$ cat config.mk
export PLATFORM = sky130hd
export DESIGN_NAME = ombps_top
export DESIGN_NICKNAME = d
export VERILOG_FILES = /design/src/inc/ombps_pkg.sv /design/src/hw/ombps_top.sv
export SDC_FILE = /design/constraint.sdc
export NUM_CORES = 1
export LEC_CHECK = 0
export BUFFER_PORTS_ARGS = -buffer_cell sky130_fd_sc_hd__buf_2
export CAP_MARGIN = 20
export CORE_ASPECT_RATIO = 1.25
export CORE_UTILIZATION = 50
export CTS_BUF_LIST = sky130_fd_sc_hd__clkbuf_4
export DETAILED_ROUTE_END_ITERATION = 7
export GPL_TIMING_DRIVEN = 1
export PLACE_DENSITY = 0.81
export REMOVE_ABC_BUFFERS = 1
export SETUP_SLACK_MARGIN = 0.15
export SLEW_MARGIN = 20
export SYNTH_ARGS = -nofsm -noshare
export SYNTH_HDL_FRONTEND = slang
export SYNTH_SLANG_ARGS = --single-unit
$ cat constraint.sdc
create_clock -name mclk -period 2.5 [get_ports mclk]
set_clock_uncertainty 0.1 [all_clocks]
set_input_delay 0.625 -clock mclk [delete_from_list [all_inputs] [get_ports mclk]]
set_output_delay 0.625 -clock mclk [all_outputs]
set_load 0.02 [all_outputs]
$ cat src/inc/ombps_pkg.sv
// Summary of operation
// RL1: mode pins latched at reset release
// RL2: decode eight operating modes from pins
// RL3: never select peripheral mode with debug
// RL4: normal modes protect controls, special allow
// RL5: debug active after reset only special-single
// RL6: control bit1 pulled-up input, interrupt inhibited
// RL7: control bit0 pulled-up input, nmi inhibited
// RL8: reset sets stretch enable in all modes
// RL9: mode pins high-impedance during reset
// RL10: single chip: no bus, all general I/O
// RL11: single chip pin pulls and directions
// RL12: single chip overrides pipe, strobe, r/w bits
// RL13: single chip mode register writable once
// RL14: single chip E clock when disable cleared
// RL15: wide modes: multiplexed bus, E clock
// RL16: wide mode enable bits claim control pins
// RL17: pipe enable drives pipe status bits 6,5
// RL18: r/w enable drives control bit 2
// RL19: software enables r/w before external writes
// RL20: strobe enable drives control bit 3
// RL21: E clock follows disable, visibility, stretch
// RL22: stretch data phase 0-3 cycles only
package ombps_pkg;
	localparam logic [2:0]  MD_SPC_SINGLE  = 3'h0;
	localparam logic [2:0]  MD_EMU_NARROW  = 3'h1;
	localparam logic [2:0]  MD_SPC_TEST    = 3'h2;
	localparam logic [2:0]  MD_EMU_WIDE    = 3'h3;
	localparam logic [2:0]  MD_NRM_SINGLE  = 3'h4;
	localparam logic [2:0]  MD_NRM_NARROW  = 3'h5;
	localparam logic [2:0]  MD_PERIPH      = 3'h6;
	localparam logic [2:0]  MD_NRM_WIDE    = 3'h7;

	localparam logic [11:0] OFS_MODE       = 12'h000;
	localparam logic [11:0] OFS_PORT_ASSIGN = 12'h004;
	localparam logic [11:0] OFS_BUS_CTRL   = 12'h008;
	localparam logic [11:0] OFS_STRETCH    = 12'h00C;
	localparam logic [11:0] OFS_STATUS     = 12'h010;
	localparam logic [11:0] OFS_PA_DATA    = 12'h014;
	localparam logic [11:0] OFS_PA_DIR     = 12'h018;
	localparam logic [11:0] OFS_PB_DATA    = 12'h01C;
	localparam logic [11:0] OFS_PB_DIR     = 12'h020;
	localparam logic [11:0] OFS_PE_DATA    = 12'h024;
	localparam logic [11:0] OFS_PE_DIR     = 12'h028;
	localparam logic [11:0] OFS_PULL       = 12'h02C;

	localparam int MODE_LSB     = 5;
	localparam int MODE_INTERNAL_VISIBILITY    = 3;
	localparam int PA_PIPE      = 5;
	localparam int PA_BUS_E_CLOCK_DIS  = 4;
	localparam int PA_LOW_BYTE_STROBE     = 3;
	localparam int PA_RW        = 2;
	localparam int BC_STRETCH   = 0;
	localparam int ST_DBG       = 0;
	localparam int ST_ONCE      = 1;
	localparam int ST_MODE_LSB  = 2;
	localparam int PU_A         = 0;
	localparam int PU_B         = 1;
	localparam int PU_E         = 2;

	localparam int PE_PIPE_HI   = 6;
	localparam int PE_PIPE_LO   = 5;
	localparam int PE_BUS_E_CLOCK      = 4;
	localparam int PE_LOW_BYTE_STROBE     = 3;
	localparam int PE_RW        = 2;
	localparam int PE_IRQ       = 1;
	localparam int PE_NMI       = 0;

	localparam logic [2:0]  PULL_RST       = 3'h4;
	localparam logic [7:0]  PE_INPUT_ONLY  = 8'h03;
	localparam logic [1:0]  STRETCH_RST    = 2'h3;

	typedef enum logic [1:0] {OMB_IDLE, OMB_ADDR, OMB_DATA} ombps_bus_t;
endpackage : ombps_pkg

$ cat src/hw/ombps_top.sv
// Local design decisions: the APB interface to the registers and the register addresses.
`timescale 1ns/1ps
module ombps_top
	import ombps_pkg::*;
#(
	parameter int SW = 2
) (
	input  wire logic        mclk,              // 200 MHz bus clock
	input  wire logic        rst_n,             // async reset, active low
	input  wire logic        psel,              // apb select
	input  wire logic        penable,           // apb enable
	input  wire logic        pwrite,            // apb direction
	input  wire logic [11:0] paddr,             // apb byte address
	input  wire logic [31:0] pwdata,            // apb write data
	output logic      [31:0] prdata,            // apb read data
	output logic             pready,            // apb ready
	output logic             pslverr,           // apb error, unmapped
	input  wire logic        mode_select_high,  // mode pin
	input  wire logic        mode_select_middle, // mode pin, shared with bit 6
	input  wire logic        mode_select_low,   // mode pin, shared with bit 5
	input  wire logic [7:0]  pa_in,             // port a pin level
	output logic      [7:0]  pa_out,            // port a drive value
	output logic      [7:0]  pa_oe,             // port a drive enable
	output logic             pa_pull_en,        // port a pulls
	input  wire logic [7:0]  pb_in,             // port b pin level
	output logic      [7:0]  pb_out,            // port b drive value
	output logic      [7:0]  pb_oe,             // port b drive enable
	output logic             pb_pull_en,        // port b pulls
	input  wire logic [7:0]  pe_in,             // control port pin level
	output logic      [7:0]  pe_out,            // control port drive value
	output logic      [7:0]  pe_oe,             // control port drive enable
	output logic      [7:0]  pe_pull_en,        // control port pulls
	input  wire logic        ext_req,           // external access request
	input  wire logic        ext_write,         // access is a write
	input  wire logic        ext_low_byte,      // low byte strobe asserted
	input  wire logic [15:0] ext_addr,          // access address
	input  wire logic [15:0] ext_wdata,         // access write data
	output logic             ext_ack,           // access done pulse
	output logic      [15:0] ext_rdata,         // access read data
	input  wire logic        pipe_status_hi,    // cpu pipe status
	input  wire logic        pipe_status_lo,    // cpu pipe status
	input  wire logic        debug_cmd,         // serial activate pulse
	input  wire logic        irq_enable,        // cpu maskable enable
	input  wire logic        nmi_enable,        // cpu nonmaskable enable
	output logic             debug_active,      // debug in control
	output logic      [2:0]  mode_code,         // current mode
	output logic             irq_req_n,         // maskable request
	output logic             nmi_req_n          // nonmaskable request
);
	logic                  capt_q;
	logic [2:0]            mode_q;
	logic                  internal_visibility_q;
	logic                  once_q;
	logic                  dbg_q;
	logic                  pipe_en_q;
	logic                  bus_e_clock_dis_q;
	logic                  low_byte_strobe_en_q;
	logic                  rw_en_q;
	logic                  stretch_en_q;
	logic [SW-1:0]         stretch_q;
	logic [7:0]            pa_dat_q;
	logic [7:0]            pa_dir_q;
	logic [7:0]            pb_dat_q;
	logic [7:0]            pb_dir_q;
	logic [7:0]            pe_dat_q;
	logic [7:0]            pe_dir_q;
	logic [2:0]            pull_q;
	ombps_bus_t            bus_q;
	logic [SW-1:0]         cnt_q;
	logic                  acc_wr_q;
	logic                  acc_lb_q;
	logic [15:0]           acc_addr_q;
	logic [15:0]           acc_wdata_q;
	logic                  bus_e_clock_q;
	logic                  fin_q;
	logic [7:0]            pa_out_d, pa_oe_d, pb_out_d, pb_oe_d;
	logic [7:0]            pe_out_d, pe_oe_d;

	function automatic logic is_special(input logic [2:0] m);
		return ~m[2];
	endfunction : is_special

	function automatic logic is_single(input logic [2:0] m);
		return (m == MD_SPC_SINGLE) || (m == MD_NRM_SINGLE);
	endfunction : is_single

	function automatic logic is_emu(input logic [2:0] m);
		return (m == MD_EMU_NARROW) || (m == MD_EMU_WIDE);
	endfunction : is_emu

	function automatic logic is_narrow(input logic [2:0] m);
		return (m == MD_EMU_NARROW) || (m == MD_NRM_NARROW);
	endfunction : is_narrow

	function automatic logic is_expanded(input logic [2:0] m);
		return !is_single(m) && (m != MD_PERIPH);
	endfunction : is_expanded

	logic wr_acc;
	logic setup;
	logic expanded;
	logic emu;
	logic [2:0] new_mode;
	logic mode_wr_ok;
	logic free_bus_e_clock;

	assign setup      = psel && !penable;
	assign wr_acc     = psel && penable && pwrite && pready;
	assign expanded   = is_expanded(mode_q);
	assign emu        = is_emu(mode_q);
	assign new_mode   = pwdata[MODE_LSB+2:MODE_LSB];
	// special modes write freely; normal single chip once; others locked
	assign mode_wr_ok = is_special(mode_q) ? 1'b1 : (mode_q == MD_NRM_SINGLE) && !once_q; // RL4 RL13

	// mode capture on the first edge after reset release
	always_ff @(posedge mclk or negedge rst_n) begin
		if (!rst_n) begin
			capt_q <= 1'b0;
			mode_q <= MD_NRM_SINGLE;
			internal_visibility_q <= 1'b0;
			once_q <= 1'b0;
		end else if (!capt_q) begin
			capt_q <= 1'b1;
			mode_q <= {mode_select_high, mode_select_middle, mode_select_low}; // RL1 RL2
		end else if (wr_acc && paddr == OFS_MODE && mode_wr_ok) begin
			once_q <= 1'b1; // RL13
			internal_visibility_q <= pwdata[MODE_INTERNAL_VISIBILITY] && !is_narrow(new_mode);
			// peripheral mode is reached only through reset
			if (new_mode != MD_PERIPH && (is_special(mode_q) || new_mode[2])) begin
				mode_q <= new_mode; // RL4
			end
		end
	end

	always_ff @(posedge mclk or negedge rst_n) begin
		if (!rst_n) begin
			dbg_q <= 1'b0;
		end else if (!capt_q) begin
			dbg_q <= ({mode_select_high, mode_select_middle, mode_select_low} == MD_SPC_SINGLE); // RL5
		end else if (debug_cmd) begin
			dbg_q <= 1'b1; // RL5
		end
	end

	// port assignment bits; emulation modes refuse writes
	always_ff @(posedge mclk or negedge rst_n) begin
		if (!rst_n) begin
			pipe_en_q  <= 1'b0;
			bus_e_clock_dis_q <= 1'b0;
			low_byte_strobe_en_q <= 1'b0;
			rw_en_q    <= 1'b0;
		end else if (!capt_q) begin
			pipe_en_q  <= 1'b0; // RL12
			low_byte_strobe_en_q <= 1'b0; // RL12
			rw_en_q    <= 1'b0; // RL12
			bus_e_clock_dis_q <= ({mode_select_high, mode_select_middle, mode_select_low}
			              == MD_NRM_SINGLE); // RL14 RL21
		end else if (wr_acc && paddr == OFS_PORT_ASSIGN && !emu) begin
			pipe_en_q  <= pwdata[PA_PIPE];
			bus_e_clock_dis_q <= pwdata[PA_BUS_E_CLOCK_DIS];
			low_byte_strobe_en_q <= pwdata[PA_LOW_BYTE_STROBE];
			rw_en_q    <= pwdata[PA_RW];
		end
	end

	always_ff @(posedge mclk or negedge rst_n) begin
		if (!rst_n) begin
			stretch_en_q <= 1'b1; // RL8
			stretch_q    <= SW'(STRETCH_RST);
		end else begin
			if (wr_acc && paddr == OFS_BUS_CTRL) begin
				stretch_en_q <= pwdata[BC_STRETCH];
			end
			if (wr_acc && paddr == OFS_STRETCH) begin
				stretch_q <= pwdata[SW-1:0]; // RL22
			end
		end
	end

	// general purpose port data, direction and pulls
	always_ff @(posedge mclk or negedge rst_n) begin
		if (!rst_n) begin
			pa_dat_q <= 8'h00;
			pa_dir_q <= 8'h00; // RL11
			pb_dat_q <= 8'h00;
			pb_dir_q <= 8'h00; // RL11
			pe_dat_q <= 8'h00;
			pe_dir_q <= 8'h00; // RL11
			pull_q   <= PULL_RST; // RL11
		end else if (wr_acc) begin
			unique case (paddr)
				OFS_PA_DATA: pa_dat_q <= pwdata[7:0];
				OFS_PA_DIR:  pa_dir_q <= pwdata[7:0];
				OFS_PB_DATA: pb_dat_q <= pwdata[7:0];
				OFS_PB_DIR:  pb_dir_q <= pwdata[7:0];
				OFS_PE_DATA: pe_dat_q <= pwdata[7:0];
				OFS_PE_DIR:  pe_dir_q <= pwdata[7:0] & ~PE_INPUT_ONLY; // RL6 RL7
				OFS_PULL:    pull_q   <= pwdata[2:0];
				default: ;
			endcase
		end
	end

	// apb slave: one access cycle, read data staged in setup
	always_ff @(posedge mclk or negedge rst_n) begin
		if (!rst_n) begin
			pready  <= 1'b0;
			pslverr <= 1'b0;
			prdata  <= 32'h0000_0000;
		end else begin
			pready  <= setup;
			pslverr <= 1'b0;
			if (setup) begin
				prdata <= 32'h0000_0000;
				unique case (paddr)
					OFS_MODE: begin
						prdata[MODE_LSB+2:MODE_LSB] <= mode_q;
						prdata[MODE_INTERNAL_VISIBILITY]           <= internal_visibility_q;
					end
					OFS_PORT_ASSIGN: begin
						prdata[PA_PIPE]     <= pipe_en_q;
						prdata[PA_BUS_E_CLOCK_DIS] <= bus_e_clock_dis_q;
						prdata[PA_LOW_BYTE_STROBE]    <= low_byte_strobe_en_q;
						prdata[PA_RW]       <= rw_en_q;
					end
					OFS_BUS_CTRL: prdata[BC_STRETCH] <= stretch_en_q;
					OFS_STRETCH:  prdata[SW-1:0] <= stretch_q;
					OFS_STATUS: begin
						prdata[ST_DBG]                  <= dbg_q;
						prdata[ST_ONCE]                 <= once_q;
						prdata[ST_MODE_LSB+2:ST_MODE_LSB] <= mode_q;
					end
					OFS_PA_DATA: prdata[7:0] <= pa_dat_q;
					OFS_PA_DIR:  prdata[7:0] <= pa_dir_q;
					OFS_PB_DATA: prdata[7:0] <= pb_dat_q;
					OFS_PB_DIR:  prdata[7:0] <= pb_dir_q;
					OFS_PE_DATA: prdata[7:0] <= pe_dat_q;
					OFS_PE_DIR:  prdata[7:0] <= pe_dir_q;
					OFS_PULL:    prdata[2:0] <= pull_q;
					default:     pslverr <= 1'b1;
				endcase
			end
		end
	end

	// external access sequencer: address phase, then stretched data phase
	always_ff @(posedge mclk or negedge rst_n) begin
		if (!rst_n) begin
			bus_q       <= OMB_IDLE;
			cnt_q       <= '0;
			acc_wr_q    <= 1'b0;
			acc_lb_q    <= 1'b0;
			acc_addr_q  <= 16'h0000;
			acc_wdata_q <= 16'h0000;
			fin_q       <= 1'b0;
			ext_ack     <= 1'b0;
			ext_rdata   <= 16'h0000;
		end else begin
			ext_ack <= 1'b0;
			fin_q   <= 1'b0;
			// pins lag the state by one cycle, so read data stands on them only now
			if (fin_q) begin
				ext_ack   <= 1'b1;
				ext_rdata <= is_narrow(mode_q) ? {8'h00, pa_in} : {pa_in, pb_in}; // RL22
			end
			unique case (bus_q)
				OMB_IDLE: begin
					if (ext_req && capt_q && !ext_ack && !fin_q) begin
						acc_wr_q    <= ext_write;
						acc_lb_q    <= ext_low_byte;
						acc_addr_q  <= ext_addr;
						acc_wdata_q <= ext_wdata;
						if (expanded) begin
							bus_q <= OMB_ADDR; // RL15
						end else begin
							ext_ack   <= 1'b1; // RL10
							ext_rdata <= 16'h0000;
						end
					end
				end
				OMB_ADDR: begin
					bus_q <= OMB_DATA; // RL22
					cnt_q <= stretch_q;
				end
				OMB_DATA: begin
					if (cnt_q == '0) begin
						bus_q <= OMB_IDLE;
						fin_q <= 1'b1;
					end else begin
						cnt_q <= cnt_q - SW'(1); // RL22
					end
				end
			endcase
		end
	end

	// E clock tracks the bus during accesses; when idle it runs free only with stretch off, visibility set or single chip, else low
	assign free_bus_e_clock = !stretch_en_q || internal_visibility_q || is_single(mode_q); // RL21 RL14

	always_ff @(posedge mclk or negedge rst_n) begin
		if (!rst_n) begin
			bus_e_clock_q <= 1'b0;
		end else if (bus_q != OMB_IDLE) begin
			bus_e_clock_q <= (bus_q == OMB_ADDR) || (bus_q == OMB_DATA && cnt_q != '0); // RL22
		end else if (free_bus_e_clock) begin
			bus_e_clock_q <= !bus_e_clock_q;
		end else begin
			bus_e_clock_q <= 1'b0;
		end
	end

	always_comb begin
		pa_out_d = pa_dat_q;
		pa_oe_d  = pa_dir_q;
		pb_out_d = pb_dat_q;
		pb_oe_d  = pb_dir_q;
		pe_out_d = pe_dat_q;
		pe_oe_d  = pe_dir_q & ~PE_INPUT_ONLY; // RL6 RL7 RL10
		if (expanded) begin
			pa_oe_d  = 8'hFF; // RL15
			pb_oe_d  = 8'hFF;
			pa_out_d = acc_addr_q[15:8];
			pb_out_d = acc_addr_q[7:0];
			if (bus_q == OMB_DATA) begin
				pa_oe_d  = acc_wr_q ? 8'hFF : 8'h00;
				pa_out_d = acc_wdata_q[15:8];
				if (!is_narrow(mode_q)) begin
					pb_oe_d  = acc_wr_q ? 8'hFF : 8'h00;
					pb_out_d = acc_wdata_q[7:0];
				end else begin
					pa_out_d = acc_wdata_q[7:0];
				end
			end
			if (pipe_en_q) begin
				pe_oe_d[PE_PIPE_HI]  = 1'b1; // RL17
				pe_oe_d[PE_PIPE_LO]  = 1'b1;
				pe_out_d[PE_PIPE_HI] = pipe_status_hi;
				pe_out_d[PE_PIPE_LO] = pipe_status_lo;
			end
			if (low_byte_strobe_en_q && !is_narrow(mode_q)) begin
				pe_oe_d[PE_LOW_BYTE_STROBE]  = 1'b1; // RL20
				pe_out_d[PE_LOW_BYTE_STROBE] = !(bus_q != OMB_IDLE && acc_lb_q);
			end
			if (rw_en_q) begin
				pe_oe_d[PE_RW]  = 1'b1; // RL18
				pe_out_d[PE_RW] = !(bus_q != OMB_IDLE && acc_wr_q);
			end
		end
		if (!bus_e_clock_dis_q && mode_q != MD_PERIPH) begin
			pe_oe_d[PE_BUS_E_CLOCK]  = 1'b1; // RL14 RL16 RL21
			pe_out_d[PE_BUS_E_CLOCK] = bus_e_clock_q;
		end
	end

	// pin drivers; all inputs with no drive until the mode is captured
	always_ff @(posedge mclk or negedge rst_n) begin
		if (!rst_n) begin
			pa_out     <= 8'h00;
			pa_oe      <= 8'h00;
			pb_out     <= 8'h00;
			pb_oe      <= 8'h00;
			pe_out     <= 8'h00;
			pe_oe      <= 8'h00; // RL9
			pa_pull_en <= 1'b0;
			pb_pull_en <= 1'b0;
			pe_pull_en <= 8'h00; // RL9
		end else if (capt_q) begin
			pa_out     <= pa_out_d;
			pa_oe      <= pa_oe_d;
			pb_out     <= pb_out_d;
			pb_oe      <= pb_oe_d;
			pe_out     <= pe_out_d;
			pe_oe      <= pe_oe_d;
			pa_pull_en <= pull_q[PU_A] && !expanded; // RL11
			pb_pull_en <= pull_q[PU_B] && !expanded;
			pe_pull_en <= {8{pull_q[PU_E]}} & ~pe_oe_d | PE_INPUT_ONLY; // RL6 RL7 RL11
		end
	end

	always_ff @(posedge mclk or negedge rst_n) begin
		if (!rst_n) begin
			debug_active <= 1'b0;
			mode_code    <= MD_NRM_SINGLE;
			irq_req_n    <= 1'b1;
			nmi_req_n    <= 1'b1;
		end else begin
			debug_active <= dbg_q;
			mode_code    <= mode_q;
			irq_req_n    <= !(irq_enable && !pe_in[PE_IRQ]); // RL6
			nmi_req_n    <= !(nmi_enable && !pe_in[PE_NMI]); // RL7
		end
	end
endmodule : ombps_top

# After elaboration in Yosys (flattened, before gate mapping)
# Index checks and enable logic that the tools add are counted.
dict set report op_classes {
  addsub 1
  n_bitwise 3
  mul 0
  n_eq_ne 30
  magnitude_cmp 0
  n_reduce_logical 73
  n_shift 0
  n_mux 66
  div 0
}
# operator count
set op_table {}
lappend op_table {{8-bit 2-to-1 mux} 12}
lappend op_table {{16-bit 2-to-1 mux} 5}
lappend op_table {{12-bit by 5-bit equality test with 1-bit output, second input constant} 4}
lappend op_table {{12-bit by 6-bit equality test with 1-bit output, second input constant} 4}
lappend op_table {{1-bit 2-to-1 mux} 27}
lappend op_table {{1-bit one-hot mux with 9 select lines} 3}
lappend op_table {{1-bit logical AND} 26}
lappend op_table {{12-bit by 4-bit equality test with 1-bit output, second input constant} 2}
lappend op_table {{1-bit one-hot mux with 8 select lines} 3}
lappend op_table {{2-bit AND reduction} 11}
lappend op_table {{2-bit 2-to-1 mux} 10}
lappend op_table {{1-bit zero test} 18}
lappend op_table {{2-bit one-hot mux with 7 select lines} 1}
lappend op_table {{12-bit by 3-bit equality test with 1-bit output, second input constant} 1}
lappend op_table {{3-bit equality test, second input constant} 4}
lappend op_table {{12-bit zero test} 1}
lappend op_table {{12-bit OR reduction} 1}
lappend op_table {{2-bit inequality test, second input constant} 5}
lappend op_table {{3-bit 2-to-1 mux} 3}
lappend op_table {{8-bit AND} 1}
lappend op_table {{1-bit logical OR} 8}
lappend op_table {{8-bit NOT} 1}
lappend op_table {{3-bit by 1-bit equality test with 1-bit output, second input constant} 2}
lappend op_table {{3-bit zero test} 2}
lappend op_table {{12 further kinds} 18}
dict set report word_totals {
  ramBits 0
  latch_bits 0
  memories 0
  mem_bits_ro 0
  input_bits 116
  regBits 192
}

# Depth between registers and ports, before layout
dict set report depth {
  ltp_word 8
  depth_mapped 8
}

# Least setup slack after synthesis
# No wires, ideal clock.
dict set report synth_timing {
  path_kind {input-to-reg}
  startpoint {in paddr[5]}
  endpoint {reg pb_dir_q[0]}
  setup_ns 0.125
  arrival_time_ns 2.068
  cell_stages 6
  n_path_buf 2
  path_slack_ns 0.207
  path_cell_list {buf_4 nor4b_4 nand4_2 or3_1 buf_6 mux2_4}
}
dict set report synth_between {
  elab_chain_cells 2
}
# item line
set synth_rtl {}
lappend synth_rtl {{start, declared} ombps_top.sv:13} ;# input wire logic [11:0] paddr,
lappend synth_rtl {{12-bit by 6-bit equality test with 1-bit output} ombps_top.sv:191} ;# unique case (paddr)
lappend synth_rtl {{2-bit AND reduction (no source line)} --}
lappend synth_rtl {{end signal, assigned} ombps_top.sv:195} ;# OFS_PB_DIR: pb_dir_q <= pwdata[7:0];
lappend synth_rtl {{end, declared} ombps_top.sv:64} ;# logic [7:0] pb_dir_q;
# Every way passes these cells.
# A chain may end at the register's enable or synchronous reset.

# Worst setup path in the final report
dict set report layout_timing {
  startpoint {reg mode_q[0]}
  endpoint {reg bus_q[1]}
}
dict set report layout_between {
  elab_chain_cells 6
  elab_cells_between_ends 8
}
# item line
set layout_rtl {}
lappend layout_rtl {{start, declared} ombps_top.sv:51} ;# logic [2:0] mode_q;
lappend layout_rtl {{start signal, assigned} ombps_top.sv:124} ;# mode_q <= {mode_select_high, mode_select_middle, mode_select_low};
lappend layout_rtl {{start signal, assigned} ombps_top.sv:130} ;# mode_q <= new_mode;
lappend layout_rtl {{3-bit equality test or 3-bit zero test (tied branches)} ombps_top.sv:84} ;# return (m == MD_SPC_SINGLE) || (m == MD_NRM_SINGLE);
lappend layout_rtl {{1-bit logical OR} ombps_top.sv:84}
lappend layout_rtl {{1-bit zero test} ombps_top.sv:96} ;# return !is_single(m) && (m != MD_PERIPH);
lappend layout_rtl {{1-bit logical AND (*)} ombps_top.sv:96}
lappend layout_rtl {{2-bit inequality test (no source line) (*)} --}
lappend layout_rtl {{3-bit AND reduction (no source line) (*)} --}
lappend layout_rtl {{end signal, assigned} ombps_top.sv:249} ;# bus_q <= OMB_IDLE;
lappend layout_rtl {{end signal, assigned} ombps_top.sv:274} ;# bus_q <= OMB_ADDR;
lappend layout_rtl {{end signal, assigned} ombps_top.sv:282} ;# bus_q <= OMB_DATA;
lappend layout_rtl {{end, declared} ombps_top.sv:68} ;# ombps_bus_t bus_q;
# Mark *: on every way between the ends. The rest lies on a longest branch, timed or not.

==> key figures <==
Place
  – RePlAce Congestion: 0.936
  – IO buf count: about 170
  – Post-DP HPWL: 16700 um
  – Dpl ws: approximately 160 ps

Floorplan
  – Die Ht: about 150 um
  – Core Box Area: approximately 18000 um^2
  – Rows: 54
  – Die ar.: roughly 19000 um^2
  – Top-Level Pins: 231
  – Die width: between 100 and 150 um
  – Starting Density: approximately half

Power
  – Sw frac: around a third
  – PD cells: slightly below 800 nW/um^2
  – Static leakage: around 5.2 nW
  – P_sw: roughly 0.0029 W
  – Peak supply drop: approximately 0.00051 V
  – Clock Power Share: a little over a fifth
  – Int Power: 0.00539 W
  – Flop pwr share: between 40 and 50%
  – Combinational share of power: around 30%

Synthesis
  – Post-synth ARST share: 100%
  – Synth Area in Adders: 0.554%
  – Main combinational cell family by area after synthesis: multiplexers
  – Mean Syn Cell Area: around 11 um^2
  – Post-synthesis sequential area ratio: between 50% and 60%
  – Compound-gate portion of the synthesized area: a little under an eighth
  – FF+latch count, synth: 191
  – Post-synthesis xor/xnor area fraction: 0%
  – Synthesis Warnings: 0
  – Top cell type's share of synthesized area: about half
  – Synth Area in Simple Gates: between 10% and 20%
  – Area contributors post-synth: dfrtp_1 51%, mux2_2 13%, mux2i_1 4.2%
  – Main synth FF type: dfrtp_1
  – Synth unique cells: 58
  – Cell accounting for the most synthesized area: dfrtp_1
  – Mapped cell area: between 9000 and 10000 um^2
  – Gate Count Post-Synth: between 700 and 800
  – Post-synthesis mux area share: about a fifth
  – EDFF count, synth: 0

Critical path
  – Critical path arrival: 2550 ps
  – Crit. End Element: flop
  – Reg2reg path depth: 4
  – Critical Path RT: 2880 ps
  – Startpoint Class: flop
  – Crit Path Max Fanout: 18
  – Worst reg2reg path startpoint: mode_q[0]
  – Reg2Reg Setup Slack: ~330 ps
  – Crit path kind: reg -> reg
  – Reg-to-reg endpoint: bus_q[1]

STA
  – Crit share post-route: between 80 and 90%
  – Hold_ws: a little over 100 ps
  – Worst slew margin: between 50% and 60%
  – Setup tns final: 0 ps
  – Max Fclk: between 0.4 and 0.5 GHz
  – Pins Over Slew Limit: 0
  – Final setup margin: roughly 330 ps
  – Endpoints failing setup: 0
  – Min Tclk post-route: between 2000 and 2500 ps
  – Worst-margin pin slew: 726 ps
  – Final Hold Viols: 0
  – RSZ-0062 raised after global routing: no

Clock tree
  – Clk sinks: 191
  – Cts bufs inserted: 17
  – Root Driver: clkbuf_4
  – CTS tree: yes
  – Postcts setup bufs: 0
  – Worst-case clock buffer depth: 2
  – Clock slew at reported path FFs: between 150 and 200 ps
  – H-tree lvl count: 4
  – Skew-Pair Late Insertion Delay: 600 ps

GRT
  – GRT Util Overall: roughly a quarter
  – Initial antenna violation count: 3
  – Global route total overflow: 0
  – First-pass GRT wire length: between 30000 and 40000 um
  – Largest net degree at the start of global routing: 100
  – Vias in the first global route: around 6600

Layout
  – Layout cell share with drive strength beyond 1: approximately two fifths
  – Largest regs: acc_addr_q x16, acc_wdata_q x16, ext_rdata x16
  – Area grow syn2layout: 17.2%
  – Fin nets: 1100
  – Fill count: between 1000 and 1500

Status
  – Status: completed

Min path
  – Hold path endpoint: dbg_q
  – Hold depth: 2
  – Worst Min Path Start: mode_select_high
  – Worst Hold Class: in -> reg

Routing
  – Drt drc: 0
  – DRC marker count from the first detailed-route iteration: 570
  – DRT Pass-1 Iters: 5
  – Vias post-DR: ~7000
  – DRT Wirelength: roughly 23000 um
  – Post-route ant nets: 0
  – Drt wl/cell: roughly 19 um
  – Via density: approximately 5.6

Flow run
  – Max Cap Viol: 0
## cells by family (layout without fill, tap and decap cells)
group / Yosys count / in the layout
flops: 191 / 191
simple gates: 179 / 179
compound gates: 164 / 164
mux: 153 / 153
buf+inv: 102 / 275
fa+ha+maj: 4 / 4
other cells: 2 / 30
## Yosys cell counts (12+ instances only)
master / number
nand2_1: 50
clkbuf_1: 31
nor2b_1: 13
a211oi_1: 12
nand2b_1: 12
o21ai_0: 38
nor2_1: 57
buf_4: 28
mux2i_1: 38
a22o_1: 16
mux2_2: 106
inv_1: 29
nor3_1: 12
dfrtp_1: 183
a21oi_1: 52
## repair_timing
item                      CTS  global route
hold endpoints to repair   51             1
hold buffers                2             1
gates resized for setup     0             0
## critical path, cell delays in order, from the launching register on
cell and delay [ps]:
dfrtp_1 650, a21o_1 610, a21oi_1 130, nor2_1 190, mux2_2 360
## final cells by class
cell class / count / area [um^2] / area share, %
well taps: 224 / 280 / 2.65
repair buffers: 214 / 1250 / 11.8
inverters: 29 / 109 / 1.03
multi-input cells: 527 / 3850 / 36.3
clock buffers: 17 / 128 / 1.20
flip-flops and latches: 191 / 4790 / 45.2
clock inverters: 15 / 180 / 1.70
diodes: 3 / 7.51 / 0.0709
## worst max path at each step
| stage | from | endpoint | slack, ps | depth (start not counted) |
|---|---|---|---|---|
| after detailed placement | paddr[9] | pa_dat_q[6] | 160 | 6 |
| after global placement | paddr[9] | pa_dat_q[3] | 170 | 6 |
| after global routing | mode_q[0] | bus_q[1] | 240 | 4 |
| after floorplan | capt_q | acc_addr_q[0] | -1060 | 3 |
| after CTS | bus_q[0] | pb_out[3] | 360 | 6 |
| final | mode_q[0] | bus_q[1] | 330 | 4 |
## metal layers
metal	up-vias	global-route usage [%]	share of wire (%)	wire [um]
met2	254	42.2	51	11600
li1	3154	-	-	-
met5	-	0	0	0
met4	0	12.3	4.1	924
met3	57	4.45	4.7	1060
met1	3358	31.4	40	9130
## cells in the final DEF, fill, tap and decap left out, types with 3 or more instances in the layout
cell type and count:
buf_4 32, dfstp_2 8, o22ai_1 4, a21oi_1 51
clkinv_4 4, dlygate4sd3_1 3, a21o_1 3, nor2_4 3
nand2_1 50, nor2b_1 13, and2_1 3, ha_1 4
a31oi_1 5, a22oi_1 6, nor3_1 12, nand4_1 5
inv_6 3, mux2_4 7, a22o_1 16, nand2b_1 12
mux2_2 106, dfrtp_1 182, o211ai_1 9, a211oi_1 12
clkbuf_4 17, nor2_1 57, conb_1 27, mux2i_1 38
o21ai_0 38, buf_12 5, diode_2 3, nand3_1 8
buf_2 173, inv_1 29
## power groups by stage
stage	sequential [W]	clock [W]	combinational (W)
final	0.00405	0.00177	0.00245
after floorplan	0.00441	0	0.00123
after global routing	0.00413	0.00193	0.00267
after global placement	0.00409	0	0.00239
after CTS	0.00406	0.00181	0.00247
after detailed placement	0.00412	0	0.00246
## metrics by stage
step                      area, um^2  total power [W]  std cells  util [%]
after floorplan                 8740          0.00564        747         -
after global placement         10200          0.00648       1182      58.3
after detailed placement       10200          0.00658       1182      58.3
after CTS                      10600          0.00834       1216      60.2
after global routing           10600          0.00873       1220      60.3
final                          10600          0.00827       1220      60.3
(Power assumes the default switching activity.)
